File: src/spl_map.svh
// constants for the sample to lane packer
`ifndef SPL_MAP_SVH
`define SPL_MAP_SVH
`define SPL_SAMP_W 9
`define SPL_SAMPS_PER_CH 16
`define SPL_CH_BITS 144
`define SPL_NUM_CH 4
`define SPL_NUM_LANES 8
`define SPL_LANE_W 40
`define SPL_MODE_W 5
`define SPL_MODE_13 5'h0d
`define SPL_MODE_14 5'h0e
`define SPL_MODE_15 5'h0f
`define SPL_PAD66_W 16
`endif

File: src/spl_pkg.sv
// types shared by the sample to lane packer
`default_nettype none
package spl_pkg;
    typedef logic [8:0] spl_samp_t;
    typedef logic [39:0] spl_lane_t;
    typedef enum logic [1:0] {SPL_CH_SINGLE, SPL_CH_DUAL, SPL_CH_QUAD} spl_chan_e;
endpackage : spl_pkg
`default_nettype wire

File: src/spl_sample_store.sv
// holding register bank for one frame of channel samples
`timescale 1ns/1ps
`default_nettype none
module spl_sample_store #(
    parameter int DATA_W = 576
) (
    input wire logic clk_in,
    input wire logic rst_b_in,
    input wire logic load_in,
    input wire logic [DATA_W-1:0] data_in,
    output logic [DATA_W-1:0] data_out
);
    // take a whole frame on load, hold it otherwise
    always_ff @(posedge clk_in or negedge rst_b_in)
    begin
        if (!rst_b_in)
            data_out <= '0;
        else if (load_in)
            data_out <= data_in;
    end
endmodule : spl_sample_store
`default_nettype wire

File: src/spl_lane_packer.sv
// packs 9-bit channel samples into lane frames for link modes 13, 14 and 15
`timescale 1ns/1ps
`default_nettype none
`include "spl_map.svh"
// Behaviour
// - mode 13: 8B/10B, 8 or 4 lanes, dual/single
// - mode 13: sample then one zero, four slots
// - mode 13: lane k carries samples k%4, k%4+4, k%4+8, k%4+12 of channel k/4
// - mode 14: 64B/66B, 8, 4 or 2 lanes
// - mode 14: sample then three zeros, two slots
// - mode 14: lane pairs per channel A to D
// - mode 14: even lane 0,2; odd lane 1,3
// - mode 15: 64B/66B, 8 or 4 lanes, dual/single
module spl_lane_packer
    import spl_pkg::*;
(
    input wire logic clk_in,
    input wire logic rst_b_in,
    input wire logic frame_valid_in,
    input wire logic [`SPL_MODE_W-1:0] link_mode_select_in,
    input wire logic [1:0] chan_count_in,
    input wire logic [`SPL_CH_BITS-1:0] chan_a_in,
    input wire logic [`SPL_CH_BITS-1:0] chan_b_in,
    input wire logic [`SPL_CH_BITS-1:0] chan_c_in,
    input wire logic [`SPL_CH_BITS-1:0] chan_d_in,
    output logic [`SPL_NUM_LANES*`SPL_LANE_W-1:0] lane_data_out,
    output logic [`SPL_NUM_LANES-1:0] lane_valid_out,
    output logic frame_valid_out,
    output logic mode_err_out
);
    // sample j of a channel bus, sample 0 in the low bits
    function automatic spl_samp_t samp_at(input logic [`SPL_CH_BITS-1:0] bus, input int idx);
        samp_at = bus[idx*`SPL_SAMP_W +: `SPL_SAMP_W];
    endfunction : samp_at

    // 10-bit slot: sample msb first then one zero
    function automatic logic [9:0] slot10(input spl_samp_t s);
        slot10 = {s, 1'b0};
    endfunction : slot10

    // 12-bit slot: sample msb first then three zeros
    function automatic logic [11:0] slot12(input spl_samp_t s);
        slot12 = {s, 3'h0};
    endfunction : slot12

    logic [`SPL_NUM_CH*`SPL_CH_BITS-1:0] store_q;
    logic [`SPL_CH_BITS-1:0] chan_q [`SPL_NUM_CH];
    logic [`SPL_MODE_W-1:0] mode_reg;
    spl_chan_e nch_reg;
    logic cap_valid_reg;
    logic [`SPL_MODE_W-1:0] out_mode_reg;
    spl_chan_e out_nch_reg;

    // frame samples are held while the lanes are built
    spl_sample_store #(
        .DATA_W(`SPL_NUM_CH*`SPL_CH_BITS)
    ) u_store (
        .clk_in(clk_in),
        .rst_b_in(rst_b_in),
        .load_in(frame_valid_in),
        .data_in({chan_d_in, chan_c_in, chan_b_in, chan_a_in}),
        .data_out(store_q)
    );

    // configuration is taken together with the frame it applies to
    always_ff @(posedge clk_in or negedge rst_b_in)
    begin
        if (!rst_b_in)
        begin
            mode_reg <= '0;
            nch_reg <= SPL_CH_SINGLE;
            cap_valid_reg <= 1'b0;
        end
        else
        begin
            cap_valid_reg <= frame_valid_in;
            if (frame_valid_in)
            begin
                mode_reg <= link_mode_select_in;
                nch_reg <= spl_chan_e'(chan_count_in);
            end
        end
    end

    // mode decode and legality of the mode against the channel count
    wire is_m13 = (mode_reg == `SPL_MODE_13);
    wire is_m14 = (mode_reg == `SPL_MODE_14);
    wire is_m15 = (mode_reg == `SPL_MODE_15);
    wire is_dual = (nch_reg == SPL_CH_DUAL);
    wire is_quad = (nch_reg == SPL_CH_QUAD);
    wire no_quad_mode = is_m13 || is_m15;
    wire mode_ok = (is_m14 || (no_quad_mode && !is_quad)) && (nch_reg != 2'h3);

    logic [`SPL_LANE_W-1:0] lane_word [`SPL_NUM_LANES];
    logic [`SPL_NUM_LANES-1:0] lane_en;
    logic [`SPL_NUM_LANES*`SPL_LANE_W-1:0] lane_data_next;

    // per-lane slot layout for each mode
    generate
        for (genvar c = 0; c < `SPL_NUM_CH; c++)
        begin : g_ch
            assign chan_q[c] = store_q[c*`SPL_CH_BITS +: `SPL_CH_BITS];
        end
        for (genvar k = 0; k < `SPL_NUM_LANES; k++)
        begin : g_lane
            localparam int C4 = k / 4;
            localparam int B4 = k % 4;
            localparam int C2 = k / 2;
            localparam int P2 = k % 2;
            wire [`SPL_LANE_W-1:0] w13 = {slot10(samp_at(chan_q[C4], B4)),
                slot10(samp_at(chan_q[C4], B4 + 4)),
                slot10(samp_at(chan_q[C4], B4 + 8)),
                slot10(samp_at(chan_q[C4], B4 + 12))};
            wire [`SPL_LANE_W-1:0] w14 = {{`SPL_PAD66_W{1'b0}},
                slot12(samp_at(chan_q[C2], P2)),
                slot12(samp_at(chan_q[C2], P2 + 2))};
            wire [`SPL_LANE_W-1:0] w15 = {{`SPL_PAD66_W{1'b0}},
                slot12(samp_at(chan_q[C4], B4)),
                slot12(samp_at(chan_q[C4], B4 + 4))};
            assign lane_en[k] = mode_ok && (no_quad_mode ? (k < 4 || is_dual)
                : (k < 2 || (k < 4 && !(nch_reg == SPL_CH_SINGLE)) || is_quad));
            assign lane_word[k] = is_m13 ? w13 : (is_m14 ? w14 : w15);
            assign lane_data_next[k*`SPL_LANE_W +: `SPL_LANE_W] = lane_en[k] ? lane_word[k] : '0;
        end
    endgenerate

    // output stage, every output straight from a flop
    always_ff @(posedge clk_in or negedge rst_b_in)
    begin
        if (!rst_b_in)
        begin
            lane_data_out <= '0;
            lane_valid_out <= '0;
            frame_valid_out <= 1'b0;
            mode_err_out <= 1'b0;
            out_mode_reg <= '0;
            out_nch_reg <= SPL_CH_SINGLE;
        end
        else
        begin
            frame_valid_out <= cap_valid_reg;
            if (cap_valid_reg)
            begin
                lane_data_out <= lane_data_next;
                lane_valid_out <= lane_en;
                mode_err_out <= !mode_ok;
                out_mode_reg <= mode_reg;
                out_nch_reg <= nch_reg;
            end
        end
    end

    wire out_ok = frame_valid_out && !mode_err_out;

    a_m13_lanes: assert property (@(posedge clk_in) disable iff (!rst_b_in)
        (out_ok && out_mode_reg == `SPL_MODE_13) |-> lane_valid_out == (out_nch_reg == SPL_CH_DUAL ? 8'hff : 8'h0f))
        else $error("mode 13 lane count wrong");

    a_m13_slot_pack: assert property (@(posedge clk_in) disable iff (!rst_b_in)
        (out_ok && out_mode_reg == `SPL_MODE_13) |-> (lane_data_out[39:31] == $past(store_q[8:0])
        && lane_data_out[30] == 1'b0 && lane_data_out[0] == 1'b0))
        else $error("mode 13 slot packing wrong");

    a_m13_lane_order: assert property (@(posedge clk_in) disable iff (!rst_b_in)
        (out_ok && out_mode_reg == `SPL_MODE_13) |-> lane_data_out[40+29:40+21] == $past(store_q[5*9 +: 9]))
        else $error("mode 13 sample order wrong");

    a_m14_lanes: assert property (@(posedge clk_in) disable iff (!rst_b_in)
        (out_ok && out_mode_reg == `SPL_MODE_14) |-> lane_valid_out ==
        (out_nch_reg == SPL_CH_QUAD ? 8'hff : (out_nch_reg == SPL_CH_DUAL ? 8'h0f : 8'h03)))
        else $error("mode 14 lane count wrong");

    a_m14_pad_bits: assert property (@(posedge clk_in) disable iff (!rst_b_in)
        (out_ok && out_mode_reg == `SPL_MODE_14) |-> (lane_data_out[39:24] == 16'h0000
        && lane_data_out[14:12] == 3'h0 && lane_data_out[2:0] == 3'h0))
        else $error("mode 14 padding wrong");

    a_m14_chan_pair: assert property (@(posedge clk_in) disable iff (!rst_b_in)
        (out_ok && out_mode_reg == `SPL_MODE_14 && out_nch_reg != SPL_CH_SINGLE)
        |-> lane_data_out[80+23:80+15] == $past(store_q[144 +: 9]))
        else $error("mode 14 channel b lane wrong");

    a_m14_odd_lane: assert property (@(posedge clk_in) disable iff (!rst_b_in)
        (out_ok && out_mode_reg == `SPL_MODE_14) |-> lane_data_out[40+11:40+3] == $past(store_q[3*9 +: 9]))
        else $error("mode 14 odd lane wrong");

    a_m15_lanes: assert property (@(posedge clk_in) disable iff (!rst_b_in)
        (out_ok && out_mode_reg == `SPL_MODE_15) |-> (lane_valid_out == (out_nch_reg == SPL_CH_DUAL ? 8'hff : 8'h0f)
        && lane_data_out[23:15] == $past(store_q[8:0])))
        else $error("mode 15 lanes wrong");

    a_absent_lanes: assert property (@(posedge clk_in) disable iff (!rst_b_in)
        frame_valid_out |-> (lane_valid_out[7] || lane_data_out[7*40 +: 40] == 40'h0)
        && (lane_valid_out[4] || lane_data_out[4*40 +: 40] == 40'h0)
        && (lane_valid_out[2] || lane_data_out[2*40 +: 40] == 40'h0))
        else $error("absent lane carries data");

    a_err_lanes_zero: assert property (@(posedge clk_in) disable iff (!rst_b_in)
        (frame_valid_out && mode_err_out) |-> (lane_valid_out == 8'h00 && lane_data_out == '0))
        else $error("illegal frame lanes not empty");

    a_m13_quad_err: assert property (@(posedge clk_in) disable iff (!rst_b_in)
        (frame_valid_out && out_mode_reg == `SPL_MODE_13 && out_nch_reg == SPL_CH_QUAD) |-> mode_err_out)
        else $error("mode 13 accepted on quad");

    a_m15_quad_err: assert property (@(posedge clk_in) disable iff (!rst_b_in)
        (frame_valid_out && out_mode_reg == `SPL_MODE_15 && out_nch_reg == SPL_CH_QUAD) |-> mode_err_out)
        else $error("mode 15 accepted on quad");

    a_m13_dual_lane: assert property (@(posedge clk_in) disable iff (!rst_b_in)
        (out_ok && out_mode_reg == `SPL_MODE_13 && out_nch_reg == SPL_CH_DUAL)
        |-> lane_data_out[319:311] == $past(store_q[144 + 3*9 +: 9]))
        else $error("mode 13 lane 7 sample wrong");

    a_m14_quad_lane: assert property (@(posedge clk_in) disable iff (!rst_b_in)
        (out_ok && out_mode_reg == `SPL_MODE_14 && out_nch_reg == SPL_CH_QUAD)
        |-> lane_data_out[6*40+23:6*40+15] == $past(store_q[3*144 +: 9]))
        else $error("mode 14 channel d lane wrong");
endmodule : spl_lane_packer
`default_nettype wire

File: config.mk
export PLATFORM = sky130hd
export DESIGN_NAME = spl_lane_packer
export DESIGN_NICKNAME = d
export VERILOG_FILES = /design/src/spl_pkg.sv /design/src/spl_sample_store.sv /design/src/spl_lane_packer.sv
export VERILOG_INCLUDE_DIRS = /design/src
export SDC_FILE = /design/constraint.sdc
export NUM_CORES = 1
export LEC_CHECK = 0
export BUFFER_PORTS_ARGS = -buffer_cell sky130_fd_sc_hd__buf_2
export CAP_MARGIN = 20
export CELL_PAD_IN_SITES_DETAIL_PLACEMENT = 0
export CELL_PAD_IN_SITES_GLOBAL_PLACEMENT = 1
export CORE_AREA = 2 2 356 358
export CTS_CLUSTER_SIZE = 10
export DETAILED_ROUTE_END_ITERATION = 8
export DIE_AREA = 0 0 358 360
export GPL_ROUTABILITY_DRIVEN = 1
export GPL_TIMING_DRIVEN = 0
export PLACE_DENSITY_LB_ADDON = 0.1
export SYNTH_ARGS = -nofsm -noshare
export SYNTH_HDL_FRONTEND = slang
export SYNTH_HIERARCHICAL = 1
export SYNTH_SLANG_ARGS = --single-unit
File: constraint.sdc
create_clock -name clk_in -period 3.3 [get_ports clk_in]
set_clock_uncertainty 0.1 [all_clocks]
set_input_delay 0.66 -clock clk_in [delete_from_list [all_inputs] [get_ports clk_in]]
set_output_delay 0.66 -clock clk_in [all_outputs]
set_load 0.01 [all_outputs]
==> impl_metrics.json, run 1 <==
{
  "status": "complete, no violations",
  "dieArea_um2": 129000,
  "avgRoutedWirePerCell_um": 29.5,
  "start_util": 0.227,
  "setup_viol": 0,
  "yosysWarnings": 6,
  "final_cells": 4668,
  "max_freq_mhz": 325,
  "drv_slew": 0,
  "grt_max_degree": 114,
  "routed-via-count": 21700,
  "required_ns": 3.74,
  "fp.coreArea_um2": 125000,
  "start_kind": "register",
  "cts_setup_buffers": 0,
  "routed_wl_um": 138000,
  "clkTransAtPathRegs_ns": 0.06,
  "grt_remaining_overflow": 0,
  "via_per_inst": 4.64,
  "path_class": "register to register",
  "h-tree-depth": 3,
  "grt_usage": 0.210,
  "largest_reg_flops": 360,
  "syn2layout_area_growth_pct": 30.8,
  "rsz0062_at_grt": "no",
  "power.density_nw_per_um2": 577,
  "numCtsBuffers": 87,
  "ir_drop_mv": 0.365,
  "die_x_um": 358,
  "port_buffers": 683,
  "slew-limit-headroom": 0.284,
  "critPathMaxFanout": 10,
  "utilization": 0.297,
  "power.leakage_uw": 0.0173,
  "hold_buffers": 1,
  "drc_errors": 0,
  "cts_tree": "done",
  "grt_first_pass_wirelength_um": 189000,
  "timing.final.crit_share": 0.933,
  "cts.path.max_buffers": 3,
  "end_kind": "register",
  "drtPass1Iterations": 5,
  "netlist_area_um2": 28400,
  "gp_routability_congestion": 0.800,
  "hold_violations": 0,
  "antenna_found_initial": 58,
  "cts_resized": 0,
  "fin_crit_ns": 3.08,
  "drt_iter0_drc": 1058,
  "clock-sinks": 677,
  "place_inst": 4505,
  "ctsRootBufferMaster": "clkbuf_16",
  "synth.avg_cell_area_um2": 13.2,
  "ant_nets": 0,
  "row_count": 130,
  "tightest_slew_ns": 1.07,
  "drive_gt1_frac": 0.426,
  "dpl.hpwl_um": 107000,
  "ios": 916,
  "drv_cap": 0,
  "min-delay-path-class": "primary input to register",
  "hold_ws_ns": 0.0720,
  "grt_pass1_vias": 23200,
  "die_h_um": 360,
  "synth_cells": 2145,
  "layout.nets": 3531,
  "clkLatencyLatePin_ns": 0.68,
  "crit_arrival_ns": 3.52,
  "fillers": 13000
}
placed cells by master (no fill, tap or decap), drive strengths merged, types with 2 or more instances in the layout:
cell and instances:
buf 791, dfrtp 677, mux2 365, clkbuf 248
a22o 163, nor3 116, nor2 107, inv 87
o22ai 86, o32ai 80, o21a 65, o2bb2ai 62
o21ai 32, mux2i 30, o32a 20, conb 16
diode 13, nand2b 8, clkinv 8, o22a 6
o311ai 6, o31a 6, nand4 4, bufinv 4
nand3 2, nor4 2, nand2 2, or2 2
final timing paths:
| kind | from | endpoint | slack, ns | depth (start not counted) |
|---|---|---|---|---|
| max | mode_reg[0]$_DFFE_PN0P_ | lane_data_out[245]$_DFFE_PN0P_ | 0.22 | 7 |
| min | frame_valid_in | cap_valid_reg$_DFF_PN0_ | 0.07 | 1 |
| max reg2reg | mode_reg[0]$_DFFE_PN0P_ | lane_data_out[245]$_DFFE_PN0P_ | 0.22 | 7 |
| min reg2reg | cap_valid_reg$_DFF_PN0_ | frame_valid_out$_DFF_PN0_ | 0.33 | 0 |
| max in group asynchronous | rst_b_in | lane_data_out[312]$_DFFE_PN0P_ | 0.70 | 5 |
| min in group asynchronous | rst_b_in | u_store/data_out[194]$_DFFE_PN0P_ | 0.51 | 2 |
per-layer routing:
metal | global-route usage | vias up | wire length (µm)
li1 | - | 9545 | -
met4 | 0.0456 | 58 | 2900
met5 | 0 | - | 350
met1 | 0.271 | 11100 | 59400
met2 | 0.335 | 760 | 63100
met3 | 0.0735 | 211 | 11900
stage by stage:
stage | setup slack (ns) | area [µm²] | TNS (ns) | total power [µW]
5_1_grt | 0.0597 | 37100 | 0 | 22300
6_report | 0.220 | 37100 | 0 | 21400
4_1_cts | 0.210 | 37100 | 0 | 21800
3_5_place_dp | 0.170 | 34200 | 0 | 12000
2_1_floorplan | 1.48 | 28400 | 0 | 10500
3_3_place_gp | -13.68 | 33900 | -9193.65 | 11900
layout make-up:
cell class | count | area, µm² | area share
timing repair buffer | 696 | 3700 | 0.0997
antenna | 13 | 32.5 | 0.000877
clock buffer | 135 | 2640 | 0.0712
tap | 1650 | 2060 | 0.0557
sequential | 677 | 16900 | 0.457
multi-input combinational | 1188 | 9890 | 0.267
buffer | 209 | 1270 | 0.0343
clock inverter | 14 | 233 | 0.00627
inverter | 86 | 323 | 0.00870
report_power, final:
group / switching [µW] / total [µW] / leakage, µW / internal [µW]
registers: 572 / 9400 / 0.00860 / 8830
logic: 1330 / 2340 / 0.00732 / 1010
clock network: 3870 / 9660 / 0.00141 / 5790
total: 5770 / 21400 / 0.0173 / 15600
critical path, stage by stage (launching register included):
cell	delay, ns
dfrtp_1	0.44
nand2b_1	0.20
or2_1	0.12
buf_2	0.46
buf_2	0.50
buf_1	0.63
o22ai_1	0.17
o32ai_1	0.33
Note: power is estimated with default switching activity, not from simulation.
==> run 2, diff against run 1 <==
--- a/config.mk
+++ b/config.mk
@@ -6,14 +6,15 @@
 export SDC_FILE = /design/constraint.sdc
 export NUM_CORES = 1
 export LEC_CHECK = 0
+export ABC_AREA = 1
 export BUFFER_PORTS_ARGS = -buffer_cell sky130_fd_sc_hd__buf_2
 export CAP_MARGIN = 20
 export CELL_PAD_IN_SITES_DETAIL_PLACEMENT = 0
 export CELL_PAD_IN_SITES_GLOBAL_PLACEMENT = 1
-export CORE_AREA = 2 2 356 358
+export CORE_AREA = 2 2 354 356
 export CTS_CLUSTER_SIZE = 10
 export DETAILED_ROUTE_END_ITERATION = 8
-export DIE_AREA = 0 0 358 360
+export DIE_AREA = 0 0 356 358
 export GPL_ROUTABILITY_DRIVEN = 1
 export GPL_TIMING_DRIVEN = 0
 export PLACE_DENSITY_LB_ADDON = 0.1
==> run 2 against run 1 <==
  * Highest routed layer unchanged
  * Largest power group unchanged
  * Cell count up 37%
  * Routed wire length up 9.6%
  * Critical path depth down 1
  * First-iteration DRC count up 68%
==> impl_metrics.json, run 2 <==
{
  "status": "complete, no violations",
  "via_per_inst": 4.32,
  "setup_ws_ns": 0.233,
  "clock-sinks": 677,
  "gp_routability_congestion": 0.802,
  "syn2layout_area_growth_pct": 28.6,
  "cts_tree": "done",
  "reg2reg_depth": 6,
  "netlist_area_um2": 30100,
  "dpl.hpwl_um": 116000,
  "cts_setup_buffers": 0,
  "dieArea_um2": 127000,
  "dp_slack_ns": -0.148,
  "drive_gt1_frac": 0.206,
  "grt_remaining_overflow": 0,
  "clkLatencyLatePin_ns": 0.67,
  "port_buffers": 683,
  "die_h_um": 358,
  "timing.final.crit_share": 0.929,
  "drtPass1Iterations": 7,
  "synth_cells": 3909,
  "rsz0062_at_grt": "no",
  "grt_first_pass_wirelength_um": 210000,
  "end_kind": "register",
  "avgRoutedWirePerCell_um": 23.5,
  "crit_arrival_ns": 3.49,
  "tightest_slew_ns": 1.01,
  "slew-limit-headroom": 0.329,
  "fin_crit_ns": 3.07,
  "start_kind": "register",
  "drv_cap": 0,
  "placed_cell_area_um2": 35900,
  "grt.busiest_layer": "met2",
  "cts.path.max_buffers": 3,
  "ctsRootBufferMaster": "clkbuf_16",
  "min-delay-path-class": "primary input to register",
  "max_freq_mhz": 326,
  "routed-via-count": 27700,
  "numCtsBuffers": 88,
  "antenna_found_initial": 37,
  "met1_usage": 0.308,
  "path_class": "register to register",
  "ant_nets": 0,
  "final_cells": 6410,
  "ios": 916,
  "largest_reg_flops": 360,
  "start_util": 0.244,
  "use_met2": 0.391,
  "required_ns": 3.72,
  "routed_wl_um": 151000,
  "critPathMaxFanout": 11,
  "fin_area_um2": 38700,
  "die_x_um": 356,
  "layout_common_cells": "nand2_1 (2304), buf_2 (762), dfrtp_1 (677)",
  "row_count": 129,
  "h-tree-depth": 3,
  "drc_errors": 0,
  "grt.met3_usage": 0.0469,
  "grt_usage": 0.233,
  "power.leakage_uw": 0.0224,
  "layout.nets": 5295,
  "yosysWarnings": 6,
  "hold_violations": 0,
  "setup_viol": 0,
  "grt_max_degree": 105,
  "synth.avg_cell_area_um2": 7.71,
  "grt_pass1_vias": 27800,
  "place_inst": 6255,
  "ir_drop_mv": 0.353,
  "clkTransAtPathRegs_ns": 0.06,
  "drv_slew": 0,
  "layout_commonest_cell": "nand2_1",
  "drt_iter0_drc": 1779,
  "fp.coreArea_um2": 123000,
  "holdPathStages": 1,
  "power.density_nw_per_um2": 541
}
[run 2: cell count changes in the layout (fill, tap and decap cells not counted), moves of 64 or more]
cell and delta:
nor3_1 -116, o22ai_1 -86, o21ai_0 +68, inv_1 +132, nand3_1 +243, nand2_1 +2302, a22o_1 -163, mux2_2 -362
o21a_1 -65, o32ai_1 -80, buf_2 +64
[run 2: through the flow]
step	power, µW	TNS (ns)	util	hold slack, ns
2_1_floorplan	10200	0	-	0.264
3_3_place_gp	11600	-	0.289	0.353
3_5_place_dp	11600	-0.234	0.291	0.358
4_1_cts	21300	0	0.314	0.0192
5_1_grt	21900	0	0.314	0.0488
6_report	21000	0	0.314	0.0757
[run 2: cell type report]
type | instances | area (µm²)
clock buffer | 135 | 2600
fill | 13800 | 84600
buffer | 261 | 1540
sequential | 677 | 16900
clock inverter | 16 | 174
tap | 1637 | 2050
multi-input combinational | 2767 | 10900
antenna | 3 | 7.51
timing repair buffer | 695 | 3700
inverter | 219 | 827
[run 2: worst max-delay path, stage by stage, from the launching register on]
cell      delay [ns]
dfrtp_1         0.45
nor2_4          0.44
buf_2           0.43
clkbuf_1        0.66
nand3_1         0.46
nand3_1         0.26
o21ai_0         0.11
[run 2: timing repair]
item / 4_1_cts / 5_1_grt
setup endpoints to repair: 2 / 0
hold endpoints to repair: 70 / 0
hold buffers: 1 / 0
resized for setup: 2 / 0
[run 2: final timing paths]
| kind | slack (ns) | start | to |
|---|---|---|---|
| worst max register to register | 0.23 | mode_reg[4]$_DFFE_PN0P_ | lane_data_out[140]$_DFFE_PN0P_ |
| max in group asynchronous | 1.13 | rst_b_in | lane_data_out[205]$_DFFE_PN0P_ |
| worst max-delay path | 0.23 | mode_reg[4]$_DFFE_PN0P_ | lane_data_out[140]$_DFFE_PN0P_ |
| worst min-delay path | 0.08 | frame_valid_in | cap_valid_reg$_DFF_PN0_ |
| min in group asynchronous | 0.50 | rst_b_in | lane_data_out[36]$_DFFE_PN0P_ |
| worst min register to register | 0.37 | u_store/data_out[226]$_DFFE_PN0P_ | u_store/data_out[226]$_DFFE_PN0P_ |
[run 2: power breakdown]
part           total [µW]  leakage, µW  internal, µW  switching, µW
Sequential           9040      0.00878          8750            290
Clock                9590      0.00137          5620           3970
Combinational        2340       0.0122           702           1640
Total               21000       0.0224         15100           5900
[run 2: routing by layer]
| metal | wire length, µm | share of wire | vias up |
|---|---|---|---|
| li1 | - | - | 13400 |
| met4 | 3090 | 0.020 | 28 |
| met3 | 8750 | 0.058 | 183 |
| met1 | 67700 | 0.45 | 13300 |
| met2 | 71200 | 0.47 | 782 |
| met5 | 184 | 0.0012 | - |
